`src/hdl/cgl_pkg.sv`:
```
// Constants for the configurable glue logic unit
package cgl_pkg;

    // ========================================
    // Bus and table sizes
    localparam int ADDR_W   = 4;
    localparam int DATA_W   = 8;
    localparam int NUM_LUT  = 2;
    localparam int NUM_IN   = 3;
    localparam int TRUTH_W  = 8;

    // ========================================
    // Register offsets
    localparam logic [3:0] OFS_GLOBAL_CTRL = 4'h0;
    localparam logic [3:0] OFS_SEQ_CTRL    = 4'h1;
    localparam logic [3:0] OFS_LUT_BASE    = 4'h2;
    localparam logic [3:0] OFS_LUT_STRIDE  = 4'h4;
    localparam logic [3:0] OFS_CTRLA       = 4'h0;
    localparam logic [3:0] OFS_CTRLB       = 4'h1;
    localparam logic [3:0] OFS_CTRLC       = 4'h2;
    localparam logic [3:0] OFS_TRUTH       = 4'h3;
    localparam logic [3:0] OFS_STATUS      = 4'hA;

    // ========================================
    // Field positions
    localparam int GLOBAL_EN_BIT  = 0;
    localparam int LUT_EN_BIT     = 0;
    localparam int CLK_SOURCE_BIT = 1;
    localparam int FILT_LSB       = 2;
    localparam int EDGE_BIT       = 4;
    localparam int INSEL_W        = 4;
    localparam int INSEL_LO_LSB   = 0;
    localparam int INSEL_HI_LSB   = 4;
    localparam int SEQ_FUNC_W     = 3;

    // ========================================
    // Reset values
    localparam logic [7:0] RST_REG   = 8'h00;
    localparam logic [2:0] RST_SEQ   = 3'h0;

    // ========================================
    // Input source codes
    localparam logic [3:0] IN_MASK       = 4'h0;
    localparam logic [3:0] IN_FEEDBACK   = 4'h1;
    localparam logic [3:0] IN_LINK       = 4'h2;
    localparam logic [3:0] IN_EVENT0     = 4'h3;
    localparam logic [3:0] IN_EVENT1     = 4'h4;
    localparam logic [3:0] IN_PIN        = 4'h5;
    localparam logic [3:0] IN_COMPARATOR = 4'h6;
    localparam logic [3:0] IN_TIMER      = 4'h7;
    localparam logic [3:0] IN_UART       = 4'h8;
    localparam logic [3:0] IN_SPI        = 4'h9;

    // ========================================
    // Output stage and sequential modes
    localparam logic [1:0] FILT_NONE   = 2'h0;
    localparam logic [1:0] FILT_SYNC   = 2'h1;
    localparam logic [1:0] FILT_SPIKE  = 2'h2;
    localparam logic [2:0] SEQ_OFF     = 3'h0;
    localparam logic [2:0] SEQ_DFF     = 3'h1;
    localparam logic [2:0] SEQ_JK      = 3'h2;
    localparam logic [2:0] SEQ_DLATCH  = 3'h3;
    localparam logic [2:0] SEQ_RS      = 3'h4;

endpackage

```
`src/hdl/cgl_lut_stage.sv`:
```
// One lookup table with its synchroniser, spike filter and edge detector
`timescale 1ns/1ps
module cgl_lut_stage
    import cgl_pkg::*;
(
    input  wire logic         i_ref_clk,
    input  wire logic         i_reset,
    input  wire logic         i_enable,
    input  wire logic         i_clk_en,
    input  wire logic [2:0]   i_in,
    input  wire logic [7:0]   i_truth,
    input  wire logic [1:0]   i_filt_sel,
    input  wire logic         i_edge_det,
    output logic              o_out
);

    logic       look_r;
    logic       sync1_r;
    logic       sync2_r;
    logic       sync3_r;
    logic       spike_r;
    logic       edge_prev_r;
    logic       stage_val;

    // ========================================
    // Table lookup, input 2 is the index MSB
    always_ff @(posedge i_ref_clk) begin
        if (i_reset || !i_enable) begin
            look_r <= 1'b0;
        end else if (i_clk_en) begin
            look_r <= i_truth[i_in];
        end
    end

    // ========================================
    // Synchroniser and spike filter, cleared while disabled
    always_ff @(posedge i_ref_clk) begin
        if (i_reset || !i_enable) begin
            sync1_r <= 1'b0;
            sync2_r <= 1'b0;
            sync3_r <= 1'b0;
        end else if (i_clk_en) begin
            sync1_r <= look_r;
            sync2_r <= sync1_r;
            sync3_r <= sync2_r;
        end
    end

    always_ff @(posedge i_ref_clk) begin
        if (i_reset || !i_enable) begin
            spike_r <= 1'b0;
        end else if (i_clk_en && (sync1_r == sync2_r) && (sync2_r == sync3_r)) begin
            spike_r <= sync3_r;
        end
    end

    always_comb begin
        case (i_filt_sel)
            FILT_SYNC:  stage_val = sync2_r;
            FILT_SPIKE: stage_val = spike_r;
            default:    stage_val = look_r;
        endcase
    end

    // ========================================
    // Rising edge detector
    always_ff @(posedge i_ref_clk) begin
        if (i_reset || !i_enable) begin
            edge_prev_r <= 1'b0;
        end else if (i_clk_en) begin
            edge_prev_r <= stage_val;
        end
    end

    assign o_out = i_edge_det ? (stage_val & ~edge_prev_r) : stage_val;
endmodule

```
`src/hdl/cgl_seq_element.sv`:
```
// Shared sequential element of the table pair
`timescale 1ns/1ps
module cgl_seq_element
    import cgl_pkg::*;
(
    input  wire logic         i_ref_clk,
    input  wire logic         i_reset,
    input  wire logic         i_enable,
    input  wire logic         i_clk_en,
    input  wire logic [2:0]   i_sel,
    input  wire logic         i_even,
    input  wire logic         i_odd,
    output logic              o_q
);

    logic q_r;

    // Even table drives D/J/S, odd table drives G/K/R
    always_ff @(posedge i_ref_clk) begin
        if (i_reset || !i_enable) begin
            q_r <= 1'b0;
        end else if (i_clk_en) begin
            case (i_sel)
                SEQ_DFF:    q_r <= i_odd ? i_even : q_r;
                SEQ_DLATCH: q_r <= i_odd ? i_even : q_r;
                SEQ_JK:     q_r <= (i_even & ~q_r) | (~i_odd & q_r);
                SEQ_RS:     q_r <= (i_even & ~i_odd) | (q_r & ~i_odd) | (q_r & i_even);
                default:    q_r <= 1'b0;
            endcase
        end
    end

    assign o_q = q_r;
endmodule

```
`src/hdl/cgl_glue_logic.sv`:
```
// Top of the configurable glue logic unit: registers, input routing, outputs
//
// The plain strobed port and the register offsets were left to the implementer.
`timescale 1ns/1ps
module cgl_glue_logic
    import cgl_pkg::*;
(
    input  wire logic         i_ref_clk,
    input  wire logic         i_reset,
    input  wire logic [3:0]   i_addr,
    input  wire logic [7:0]   i_wdata,
    input  wire logic         i_wr,
    input  wire logic         i_rd,
    output logic      [7:0]   o_rdata,
    input  wire logic [2:0]   i_lut0_pin,
    input  wire logic [2:0]   i_lut1_pin,
    input  wire logic [1:0]   i_event,
    input  wire logic         i_comparator,
    input  wire logic         i_timer,
    input  wire logic         i_uart,
    input  wire logic         i_spi,
    output logic      [1:0]   o_lut_pin,
    output logic      [1:0]   o_lut_pin_oe,
    output logic      [1:0]   o_lut_event
);

    // ========================================
    // Decoding helpers
    function automatic logic [3:0] lut_addr(input int n, input logic [3:0] ofs);
        lut_addr = 4'(OFS_LUT_BASE + 4'(n) * OFS_LUT_STRIDE + ofs);
    endfunction

    function automatic logic route_input(
        input logic [3:0] code,
        input logic       pin,
        input logic       link,
        input logic       fb,
        input logic [1:0] evt,
        input logic [3:0] periph
    );
        case (code)
            IN_FEEDBACK:   route_input = fb;
            IN_LINK:       route_input = link;
            IN_EVENT0:     route_input = evt[0];
            IN_EVENT1:     route_input = evt[1];
            IN_PIN:        route_input = pin;
            IN_COMPARATOR: route_input = periph[0];
            IN_TIMER:      route_input = periph[1];
            IN_UART:       route_input = periph[2];
            IN_SPI:        route_input = periph[3];
            default:       route_input = 1'b0;
        endcase
    endfunction

    // ========================================
    // Register state
    logic       global_en_r;
    logic [2:0] seq_sel_r;
    logic [7:0] ctrla_r [NUM_LUT];
    logic [7:0] ctrlb_r [NUM_LUT];
    logic [7:0] ctrlc_r [NUM_LUT];
    logic [7:0] truth_r [NUM_LUT];
    logic [7:0] rdata_r;
    logic [7:0] rdata_nxt;

    logic [1:0] lut_run;
    logic [1:0] lut_ce;
    logic [1:0] stage_out;
    logic [1:0] in2_prev_r;
    logic [2:0] lut_in [NUM_LUT];
    logic [2:0] pin_in [NUM_LUT];
    logic [3:0] periph;
    logic       seq_q;
    logic [1:0] out_nxt;
    logic [1:0] pin_r;
    logic [1:0] oe_r;
    logic [1:0] event_r;

    assign periph    = {i_spi, i_uart, i_timer, i_comparator};
    assign pin_in[0] = i_lut0_pin;
    assign pin_in[1] = i_lut1_pin;

    // ========================================
    // Global and sequential control
    always_ff @(posedge i_ref_clk) begin
        if (i_reset) begin
            global_en_r <= 1'b0;
        end else if (i_wr && i_addr == OFS_GLOBAL_CTRL) begin
            global_en_r <= i_wdata[GLOBAL_EN_BIT];
        end
    end

    always_ff @(posedge i_ref_clk) begin
        if (i_reset) begin
            seq_sel_r <= RST_SEQ;
        end else if (i_wr && i_addr == OFS_SEQ_CTRL && !ctrla_r[0][LUT_EN_BIT]) begin
            seq_sel_r <= i_wdata[SEQ_FUNC_W-1:0];
        end
    end

    // ========================================
    // Per-table control, routing and output stage
    genvar n;
    genvar k;
    generate
        for (n = 0; n < NUM_LUT; n++) begin : g_lut
            // Enable always writable; other bits only from the disabled state
            always_ff @(posedge i_ref_clk) begin
                if (i_reset) begin
                    ctrla_r[n] <= RST_REG;
                end else if (i_wr && i_addr == lut_addr(n, OFS_CTRLA)) begin
                    if (!ctrla_r[n][LUT_EN_BIT]) begin
                        ctrla_r[n] <= i_wdata;
                    end else begin
                        ctrla_r[n][LUT_EN_BIT] <= i_wdata[LUT_EN_BIT];
                    end
                end
            end

            always_ff @(posedge i_ref_clk) begin
                if (i_reset) begin
                    ctrlb_r[n] <= RST_REG;
                end else if (i_wr && i_addr == lut_addr(n, OFS_CTRLB)
                             && !ctrla_r[n][LUT_EN_BIT]) begin
                    ctrlb_r[n] <= i_wdata;
                end
            end

            always_ff @(posedge i_ref_clk) begin
                if (i_reset) begin
                    ctrlc_r[n] <= RST_REG;
                end else if (i_wr && i_addr == lut_addr(n, OFS_CTRLC)
                             && !ctrla_r[n][LUT_EN_BIT]) begin
                    ctrlc_r[n] <= i_wdata;
                end
            end

            always_ff @(posedge i_ref_clk) begin
                if (i_reset) begin
                    truth_r[n] <= RST_REG;
                end else if (i_wr && i_addr == lut_addr(n, OFS_TRUTH)) begin
                    truth_r[n] <= i_wdata;
                end
            end

            // Input select: masked inputs read as zero
            for (k = 0; k < NUM_IN; k++) begin : g_in
                logic [3:0] code;
                if (k == 2) begin : g_c
                    assign code = ctrlc_r[n][INSEL_LO_LSB +: INSEL_W];
                end else if (k == 1) begin : g_b1
                    assign code = ctrlb_r[n][INSEL_HI_LSB +: INSEL_W];
                end else begin : g_b0
                    assign code = ctrlb_r[n][INSEL_LO_LSB +: INSEL_W];
                end
                assign lut_in[n][k] = route_input(code, pin_in[n][k],
                    stage_out[(n + 1) % NUM_LUT], seq_q, i_event, periph);
            end

            assign lut_run[n] = global_en_r & ctrla_r[n][LUT_EN_BIT];

            // Alternative clock: rising edge of input 2 as a clock enable
            always_ff @(posedge i_ref_clk) begin
                if (i_reset) begin
                    in2_prev_r[n] <= 1'b0;
                end else begin
                    in2_prev_r[n] <= lut_in[n][2];
                end
            end

            assign lut_ce[n] = ctrla_r[n][CLK_SOURCE_BIT]
                             ? (lut_in[n][2] & ~in2_prev_r[n])
                             : 1'b1;

            cgl_lut_stage u_stage (
                .i_ref_clk  (i_ref_clk),
                .i_reset    (i_reset),
                .i_enable   (lut_run[n]),
                .i_clk_en   (lut_ce[n]),
                .i_in       (lut_in[n]),
                .i_truth    (truth_r[n]),
                .i_filt_sel (ctrla_r[n][FILT_LSB +: 2]),
                .i_edge_det (ctrla_r[n][EDGE_BIT]),
                .o_out      (stage_out[n])
            );
        end
    endgenerate

    // ========================================
    // Sequential element, on the even table clock
    cgl_seq_element u_seq (
        .i_ref_clk (i_ref_clk),
        .i_reset   (i_reset),
        .i_enable  (lut_run[0]),
        .i_clk_en  (lut_ce[0]),
        .i_sel     (seq_sel_r),
        .i_even    (stage_out[0]),
        .i_odd     (stage_out[1]),
        .o_q       (seq_q)
    );

    // ========================================
    // Outputs to pins and event system, no debug halt input
    always_comb begin
        out_nxt[0] = lut_run[0] & ((seq_sel_r != SEQ_OFF) ? seq_q : stage_out[0]);
        out_nxt[1] = lut_run[1] & stage_out[1];
    end

    always_ff @(posedge i_ref_clk) begin
        if (i_reset) begin
            pin_r   <= 2'h0;
            oe_r    <= 2'h0;
            event_r <= 2'h0;
        end else begin
            pin_r   <= out_nxt;
            oe_r    <= lut_run;
            event_r <= out_nxt;
        end
    end

    assign o_lut_pin    = pin_r;
    assign o_lut_pin_oe = oe_r;
    assign o_lut_event  = event_r;

    // ========================================
    // Read port, data valid only in the cycle after the strobe
    always_comb begin
        rdata_nxt = 8'h00;
        if (i_addr == OFS_GLOBAL_CTRL) begin
            rdata_nxt = {7'h00, global_en_r};
        end else if (i_addr == OFS_SEQ_CTRL) begin
            rdata_nxt = {5'h00, seq_sel_r};
        end else if (i_addr == OFS_STATUS) begin
            rdata_nxt = {5'h00, seq_q, stage_out};
        end
        for (int m = 0; m < NUM_LUT; m++) begin
            if (i_addr == lut_addr(m, OFS_CTRLA)) begin
                rdata_nxt = ctrla_r[m];
            end else if (i_addr == lut_addr(m, OFS_CTRLB)) begin
                rdata_nxt = ctrlb_r[m];
            end else if (i_addr == lut_addr(m, OFS_CTRLC)) begin
                rdata_nxt = ctrlc_r[m];
            end else if (i_addr == lut_addr(m, OFS_TRUTH)) begin
                rdata_nxt = truth_r[m];
            end
        end
    end

    always_ff @(posedge i_ref_clk) begin
        if (i_reset) begin
            rdata_r <= 8'h00;
        end else begin
            rdata_r <= i_rd ? rdata_nxt : 8'h00;
        end
    end

    assign o_rdata = rdata_r;
endmodule

```
`config.mk`:
```
export PLATFORM = sky130hd
export DESIGN_NAME = cgl_glue_logic
export DESIGN_NICKNAME = d
export VERILOG_FILES = /design/src/hdl/cgl_pkg.sv /design/src/hdl/cgl_lut_stage.sv /design/src/hdl/cgl_seq_element.sv /design/src/hdl/cgl_glue_logic.sv
export SDC_FILE = /design/constraint.sdc
export NUM_CORES = 1
export LEC_CHECK = 0
export ABC_AREA = 1
export BUFFER_PORTS_ARGS = -buffer_cell sky130_fd_sc_hd__buf_2
export CAP_MARGIN = 5
export CORE_AREA = 4 4 107 109
export CTS_CLUSTER_DIAMETER = 150
export DETAILED_ROUTE_END_ITERATION = 16
export DIE_AREA = 0 0 111 113
export GPL_TIMING_DRIVEN = 0
export PLACE_DENSITY = 0.77
export SYNTH_ARGS = -nofsm -noshare
export SYNTH_HDL_FRONTEND = slang
export SYNTH_SLANG_ARGS = --single-unit
```
`constraint.sdc`:
```
create_clock -name i_ref_clk -period 1.9 [get_ports i_ref_clk]
set_clock_uncertainty 0.05 [all_clocks]
set_input_delay 0.19 -clock i_ref_clk [delete_from_list [all_inputs] [get_ports i_ref_clk]]
set_output_delay 0.19 -clock i_ref_clk [all_outputs]
set_load 0.01 [all_outputs]
```
Yosys cells after proc, flatten, opt, wreduce, memory -nomap -nowiden
Memory sizes are Yosys's and may differ from the RTL's.
Index checks and enable logic that the tools add are counted.
- reductions and logical operators: 30
- muxes and demuxes: 76
- magnitude comparators: 2
- eq/ne operators: 77
- bitwise operators: 32
- operator list (operator ; count):
    $mux W8 ; 16
    $eq A4 B3 Y1 const B ; 28
    $eq A4 B4 Y1 const B ; 15
    $eq A4 B2 Y1 const B ; 14
    $pmux W1 S9 ; 6
    $mux W1 ; 46
    $eq A4 B1 Y1 const B ; 7
    $logic_and A1 B1 Y1 ; 19
    $or A1 B1 Y1 ; 13
    $and A1 B1 Y1 ; 12
    $mux W3 ; 3
    $lt A3 B4 Y1 const B ; 2
    $not A1 Y1 ; 7
    $bmux W1 S3 ; 2
    $eq A3 B2 Y1 const B ; 2
    $eq A1 B1 Y1 ; 4
    $eq A2 B1 Y1 const B ; 2
    $eq A2 B2 Y1 const B ; 2
    $logic_not A1 Y1 ; 4
    $logic_not A4 Y1 ; 1
    $pmux W1 S2 ; 2
    $reduce_or A2 Y1 ; 2
    $eq A3 B1 Y1 const B ; 1
    $eq A3 B3 Y1 const B ; 1
    5 further kinds ; 6
- memories: 4
- input bits: 28
- memory bits (writable): 64
- logic and storage cells: 241
- output and inout bits: 14
- flip-flop bits (word level): 31
- memory list (name ; depth ; width ; rd ports ; clocked after memory_dff ; wr ports ; line ; RTL):
    ctrla_r ; 2 ; 8 ; 2 ; 0 ; 2 ; cgl_glue_logic.sv:59 ; logic [7:0] ctrla_r [NUM_LUT];
    ctrlb_r ; 2 ; 8 ; 2 ; 0 ; 2 ; cgl_glue_logic.sv:60 ; logic [7:0] ctrlb_r [NUM_LUT];
    ctrlc_r ; 2 ; 8 ; 2 ; 0 ; 2 ; cgl_glue_logic.sv:61 ; logic [7:0] ctrlc_r [NUM_LUT];
    truth_r ; 2 ; 8 ; 2 ; 0 ; 2 ; cgl_glue_logic.sv:62 ; logic [7:0] truth_r [NUM_LUT];

Depth between registers and ports, before layout
Gate-level depths: netlist of the first run.
An unclocked memory read counts as a cell.
- word-level depth: 16
- mapped depth: 14

Modules after synthesis
From an unflattened synthesis of the first run, not the netlist that was laid out.
- cell total of the unflattened synthesis: 630
- area total of the unflattened synthesis: 5001.0 µm²
- modules (own cells, without submodules) (module ; times used ; cells an instance ; area each (µm²)):
    cgl_glue_logic ; 1 ; 478 ; 4103.9
    cgl_lut_stage ; 2 ; 63 ; 385.4
    cgl_seq_element ; 1 ; 26 ; 126.4

Least setup slack after synthesis of the first run
No wires, ideal clock.
- path kind: reg-to-reg
- start point: memory ctrla_r[1][0]
- end point: memory ctrlc_r[1][0] (enable)
- data arrival time: 1.421 ns
- stages on the path, launching flop included: 4
- clock period less this slack: 1.858 ns
- setup time: 0.387 ns
- path slack: 0.042 ns
- buffers on the path: 0
- cells stage by stage: edfxtp_1 nor2_1 inv_1 o31ai_1
- RTL lines (item ; line):
    start, declared ; cgl_glue_logic.sv:59
    end, declared ; cgl_glue_logic.sv:61

==> flow_metrics.tcl, run 1 <==
set metrics [dict create \
    drive_above_1_share_pct 20.44 \
    syn-cell-area_um2 5160 \
    grt_max_degree 17 \
    first_pass_iters 6 \
    drv_slew 0 \
    place.gp.congestion 0.9357 \
    grt_pass1_wl_mm 23.53 \
    ctsHoldBuffers 0 \
    arrival_ns 2.15 \
    drtIter0Drc 542 \
    yosysUniqueCellTypes 36 \
    finalHoldViolCount 0 \
    placed_cell_area_um2 5540 \
    cp_data_required_time_ns 2.12 \
    end_kind "flip-flop" \
    layout.nets 751 \
    status "finished, violations left" \
    whs_ns 0.06385 \
    die-area_um2 12540 \
    timing.fmax_ghz 0.5190 \
    wl_mm 14.88 \
    cts_root_buffer "clkbuf_8" \
    path_class "reg -> reg" \
    avgViaCountPerCell 5.627 \
    drv_cap 0 \
    die_w_um 111 \
    pin_count 42 \
    synth_seq_cells 95 \
    hpwl_mm 11.13 \
    crit_fanout 5 \
    clockBufferDepth 2 \
    violations "negative setup slack" \
    track_usage_pct 23.87 \
    numCtsBuffers 9 \
    power_leakage_uw 0.002612 \
    antenna_found_initial 0 \
    ys_async_sr_fraction_pct 0 \
    rows 38 \
    grt_setup_unrepaired "yes" \
    wl_per_cell_um 17.22 \
    core_area_um2 10600 \
    hold_path_class "in -> reg" \
    h-tree-depth 3 \
    num_vias 4862 \
    peakVddDrop_uv 347.9 \
    initial_core_util_pct 48.67 \
    clk_latency_ns 0.38 \
    postSynthAreaPerCell_um2 7.890 \
    p_per_area_nw_per_um2 701.4 \
    finalCriticalPeriod_ns 1.927 \
    clk_pin_slew_ns 0.10 \
    die_h_um 113 \
    layout_setup_ws_ns -0.02686 \
    power_uw 4260 \
    critPathLaunchType "flip-flop" \
    grt_pass1_vias 4713 \
    drc_errors 0 \
    synth_nets 686 \
    place_ws_ns -0.6332 \
    design_area_um2 6073 \
    synth_ff_type "edfxtp_1" \
    syn_inst 654 \
    fin_crit_sh_pct 101.4 \
    slew_headroom_pct 47.73 \
    setup_violations 9 \
    tritoncts "built" \
    port_buffers 41 \
    tightest_slew_ns 0.7798 \
    clkSinkCount 95 \
    ys_seq_area_share_pct 49.27 \
    globalRouteOverflowTotal 0 \
    num-fill-cells 963 \
    synth-warning-count 0 \
    syn2layout_area_growth_pct 17.70 \
    n_antenna_cell 0 \
    synth_edf_count 64 \
    ant_nets 0 \
]
==> layout by cell type, fill, tap and decap left out, types with 10 or more instances in the layout <==
cell type,count
nand4_1,16
buf_2,42
nor2_1,105
o21ai_0,14
nand3_1,61
buf_4,12
o21ai_2,10
a21oi_1,27
nand2_1,137
edfxtp_1,64
dfxtp_1,31
nand2_2,11
inv_1,85
==> where the power goes <==
group          switching, µW  internal (µW)
logic                    333            159
registers               50.3           2260
clock network            734            720
total                   1120           3140
==> cells in the mapped netlist, types with 5 or more instances <==
master | count | area share (%)
nand2_1 | 146 | 11
nor2_1 | 107 | 7.8
inv_1 | 89 | 6.5
edfxtp_1 | 64 | 37
nand3_1 | 64 | 6.2
dfxtp_1 | 31 | 12
a21oi_1 | 29 | 2.8
o21ai_0 | 21 | 2.0
nand4_1 | 16 | 1.9
nor3_1 | 9 | 0.87
o21ai_1 | 7 | 0.68
o22ai_1 | 6 | 0.73
buf_4 | 5 | 0.73
inv_2 | 5 | 0.36
nand2_2 | 5 | 0.61
nand3_2 | 5 | 0.97
nor2_2 | 5 | 0.61
==> area by class of cell <==
class	instances	area [µm²]	area share [%]
buffer	10	77.57	1.277
clock buffer	12	198.9	3.276
timing repair buffer	54	321.6	5.295
inverter	95	356.6	5.871
sequential	95	2542	41.86
clock inverter	4	27.53	0.4532
tap	140	175.2	2.884
multi-input combinational	454	2374	39.08
==> sequential cells by signal (all words and copies together) (netlist names), 3 cells and up <==
name and count:
seq_sel_r 3, ctrlb_r 16, ctrlc_r 16, ctrla_r 16
truth_r 16, o_rdata 8
==> layer usage <==
layer | vias to the layer above | part of all wire (%) | GRT usage [%]
li1 | 2298 | - | -
met1 | 2236 | 39 | 30.09
met2 | 271 | 47 | 39.44
met3 | 57 | 9.6 | 4.545
met4 | 0 | 4.3 | 12.07
met5 | - | 0 | 0
==> logic make-up (layout without fill, tap and decap cells) <==
kind of cell               count (synthesis)  after routing  synth area share, %
buffers and inverters                    105            175                8.317
adders and majority gates                  4              4               0.9700
and+or+nand+nor                          368            368                31.79
AOI/OAI and AO/OA                         82             82                9.651
DFF                                       95             95                49.27
==> through the flow <==
stage          TNS, ns  utilization, %  instances
2_1_floorplan        0               -        654
3_3_place_gp    -18.39           52.25        835
3_5_place_dp    -23.48           52.25        835
4_1_cts        -0.2817           56.63        864
5_1_grt         -1.651           57.28        864
6_report       -0.1215           57.28        864
==> worst max-delay path, cell delays in order, from the launching register on <==
cell	delay (ns)
edfxtp_1	0.44
inv_2	0.10
ha_4	0.21
buf_6	0.11
nand2_4	0.07
nand3_4	0.12
o21ai_4	0.18
nand4_4	0.14
nand2_4	0.11
buf_6	0.13
nand3_2	0.06
nand2_1	0.06
nor2_1	0.04
==> worst paths after layout <==
path | startpoint | to | slack, ns | cells past startpoint
setup / recovery | ctrla_r[1][2] | u_seq.o_q | -0.03 | 12
hold reg to reg | g_lut[0].u_stage.spike_r | g_lut[0].u_stage.spike_r | 0.43 | 2
setup reg to reg | ctrla_r[1][2] | u_seq.o_q | -0.03 | 12
hold / removal | i_wdata[1] | seq_sel_r[1] | 0.06 | 3
==> repair_timing <==
action / 4_1_cts / 5_1_grt
resized for setup: 40 / 20
setup endpoints to repair: 45 / 45
pin swaps: 16 / 15
setup buffers: 11 / 0
gates cloned: 2 / 0
No activity file was read; power rests on OpenSTA's default activity.
==> run 2, diff against run 1 <==
PLACE_DENSITY = 0.7   (was 0.77)
SKIP_LAST_GASP = 1   (was default)
==> run 2 against run 1 <==
The flow still finishes with violations (negative setup slack). Sequential power is essentially flat. Global-route usage grew 0.35 points. Largest power group unchanged. Clock power shrank 8%. Critical path type unchanged. Largest cell class unchanged. Count of clock-buffer cells in the layout is the same. Final cell count grew 0.46%. Via count shrank 1.0%. Routed wire length grew 0.55%. Non-clock buffer count grew 4. Total power shrank 2.6%.
==> flow_metrics.tcl, run 2 (same netlist as run 1, synthesis figures left out) <==
set metrics [dict create \
    hpwl_mm 11.00 \
    status "finished, violations left" \
    clk_pin_slew_ns 0.09 \
    p_per_area_nw_per_um2 678.1 \
    drtIter0Drc 436 \
    antenna_found_initial 0 \
    h-tree-depth 3 \
    violations "negative setup slack" \
    crit_fanout 4 \
    cp_data_required_time_ns 2.16 \
    pin_count 42 \
    mostFrequentLayoutCells "nand2_1 (138), nor2_1 (104), inv_1 (85)" \
    clockBufferDepth 2 \
    drive_above_1_share_pct 20.88 \
    grt_pass1_vias 4717 \
    grt_setup_unrepaired "yes" \
    end_kind "flip-flop" \
    die_w_um 111 \
    placed_cells 835 \
    finalHoldViolCount 0 \
    die_h_um 113 \
    port_buffers 41 \
    peakVddDrop_uv 345.4 \
    core_area_um2 10600 \
    drv_cap 0 \
    tightest_slew_ns 0.7945 \
    use_met3_pct 4.439 \
    globalRouteOverflowTotal 0 \
    path_class "reg -> reg" \
    use_met2_pct 39.20 \
    r2r-start "ctrla_r[1][3]" \
    slew_headroom_pct 46.74 \
    rr_endpoint "g_lut[0].u_stage.look_r" \
    num-fill-cells 946 \
    ctsHoldBuffers 0 \
    timing.fmax_ghz 0.5163 \
    arrival_ns 2.19 \
    num_vias 4813 \
    hold_path_class "in -> reg" \
    first_pass_iters 6 \
    power_leakage_uw 0.002621 \
    fin_crit_sh_pct 101.9 \
    layout_setup_ws_ns -0.03683 \
    layout.nets 755 \
    initial_core_util_pct 48.67 \
    final_common_cell "nand2_1" \
    cp-startpoint "ctrla_r[1][3]" \
    wl_mm 14.96 \
    place_ws_ns -0.5656 \
    clk_latency_ns 0.36 \
    met1_usage_pct 31.11 \
    drv_slew 0 \
    stdcell_count 868 \
    rr_worst_depth 12 \
    setup_violations 7 \
    avgViaCountPerCell 5.545 \
    die-area_um2 12540 \
    ant_nets 0 \
    critPathLaunchType "flip-flop" \
    place.gp.congestion 0.9849 \
    busiest_layer "met2" \
    drc_errors 0 \
    clkSinkCount 95 \
    numCtsBuffers 9 \
    rrSetupSlack_ns -0.04 \
    finalCriticalPeriod_ns 1.937 \
    track_usage_pct 24.22 \
    grt_pass1_wl_mm 23.90 \
    tritoncts "built" \
    n_antenna_cell 0 \
    grt_max_degree 16 \
    cts_root_buffer "clkbuf_8" \
    wl_per_cell_um 17.23 \
    syn2layout_area_growth_pct 18.55 \
    critPathCapture "g_lut[0].u_stage.look_r" \
    rows 38 \
]
## run 2: cell types whose count changed in the layout (fill, tap and decap cells not counted), moves of 2 or more
cell / change
buf_4: +3
clkbuf_1: +3
clkbuf_16: -3
clkinv_2: -2
clkinvlp_4: +2
ha_4: +2
inv_2: -2
inv_4: +2
nand2_2: -2
o21ai_1: -2
## run 2: final cells by class
class                   instances  area [µm²]  share of cell area [%]
well taps                     140       175.2                   2.864
clock inverters                 4       53.80                  0.8795
plain buffers                  10       77.57                   1.268
flip-flops and latches         95        2542                   41.56
clock buffers                  12       135.1                   2.209
inverters                      95       361.6                   5.911
repair buffers                 58       355.3                   5.809
multi-input cells             454        2416                   39.50
## run 2: stage by stage
stage,setup TNS (ns),utilization [%],instance area (µm²),power [µW],hold WS [ns]
4_1_cts,-0.8017,55.94,5931,4106,0.04158
5_1_grt,-1.943,57.69,6117,4291,0.07723
6_report,-0.1101,57.69,6117,4148,0.04709
3_3_place_gp,-20.89,52.25,5540,2767,0.4073
2_1_floorplan,0,-,5160,2615,0.2091
3_5_place_dp,-25.56,52.25,5540,2782,0.4061
## run 2: worst min path at each step
stage                                         from                        to  slack [ns]  cells past startpoint
after floorplan                            i_reset               global_en_r        0.21                      1
after global placement    g_lut[0].u_stage.spike_r  g_lut[0].u_stage.spike_r        0.41                      2
after detailed placement  g_lut[1].u_stage.spike_r  g_lut[1].u_stage.spike_r        0.41                      2
after CTS                               i_wdata[1]              seq_sel_r[1]        0.04                      3
after global routing                    i_wdata[1]              seq_sel_r[1]        0.08                      3
final                                   i_wdata[1]              seq_sel_r[1]        0.05                      3
## run 2: metal layers
metal | part of all wire [%] | wire length, µm | vias up
met5 | 0 | 0 | -
met4 | 4.3 | 644 | 0
met3 | 7.5 | 1122 | 56
met2 | 46 | 6921 | 197
met1 | 42 | 6268 | 2251
li1 | - | - | 2309
## run 2: power breakdown
part,switching [µW],internal [µW],total (µW)
combinational,336,165,502
sequential,51.9,2260,2320
clock,716,616,1330
total,1100,3040,4150
## run 2: worst max-delay path: stages (launching register included)
cell and delay, ns:
edfxtp_1 0.46, ha_4 0.33, inv_4 0.04, nand3_4 0.10, nand3_4 0.12, buf_4 0.16, o22ai_1 0.13, nor2_2 0.08
inv_1 0.07, nand3_1 0.07, nand3_1 0.07, nand2_1 0.08, a21oi_2 0.11
## run 2: what timing repair did
action / CTS / global route
gates cloned: 2 / 0
pin swaps: 18 / 23
setup endpoints to repair: 44 / 77
gates resized for setup: 28 / 42
buffers inserted: 12 / 3
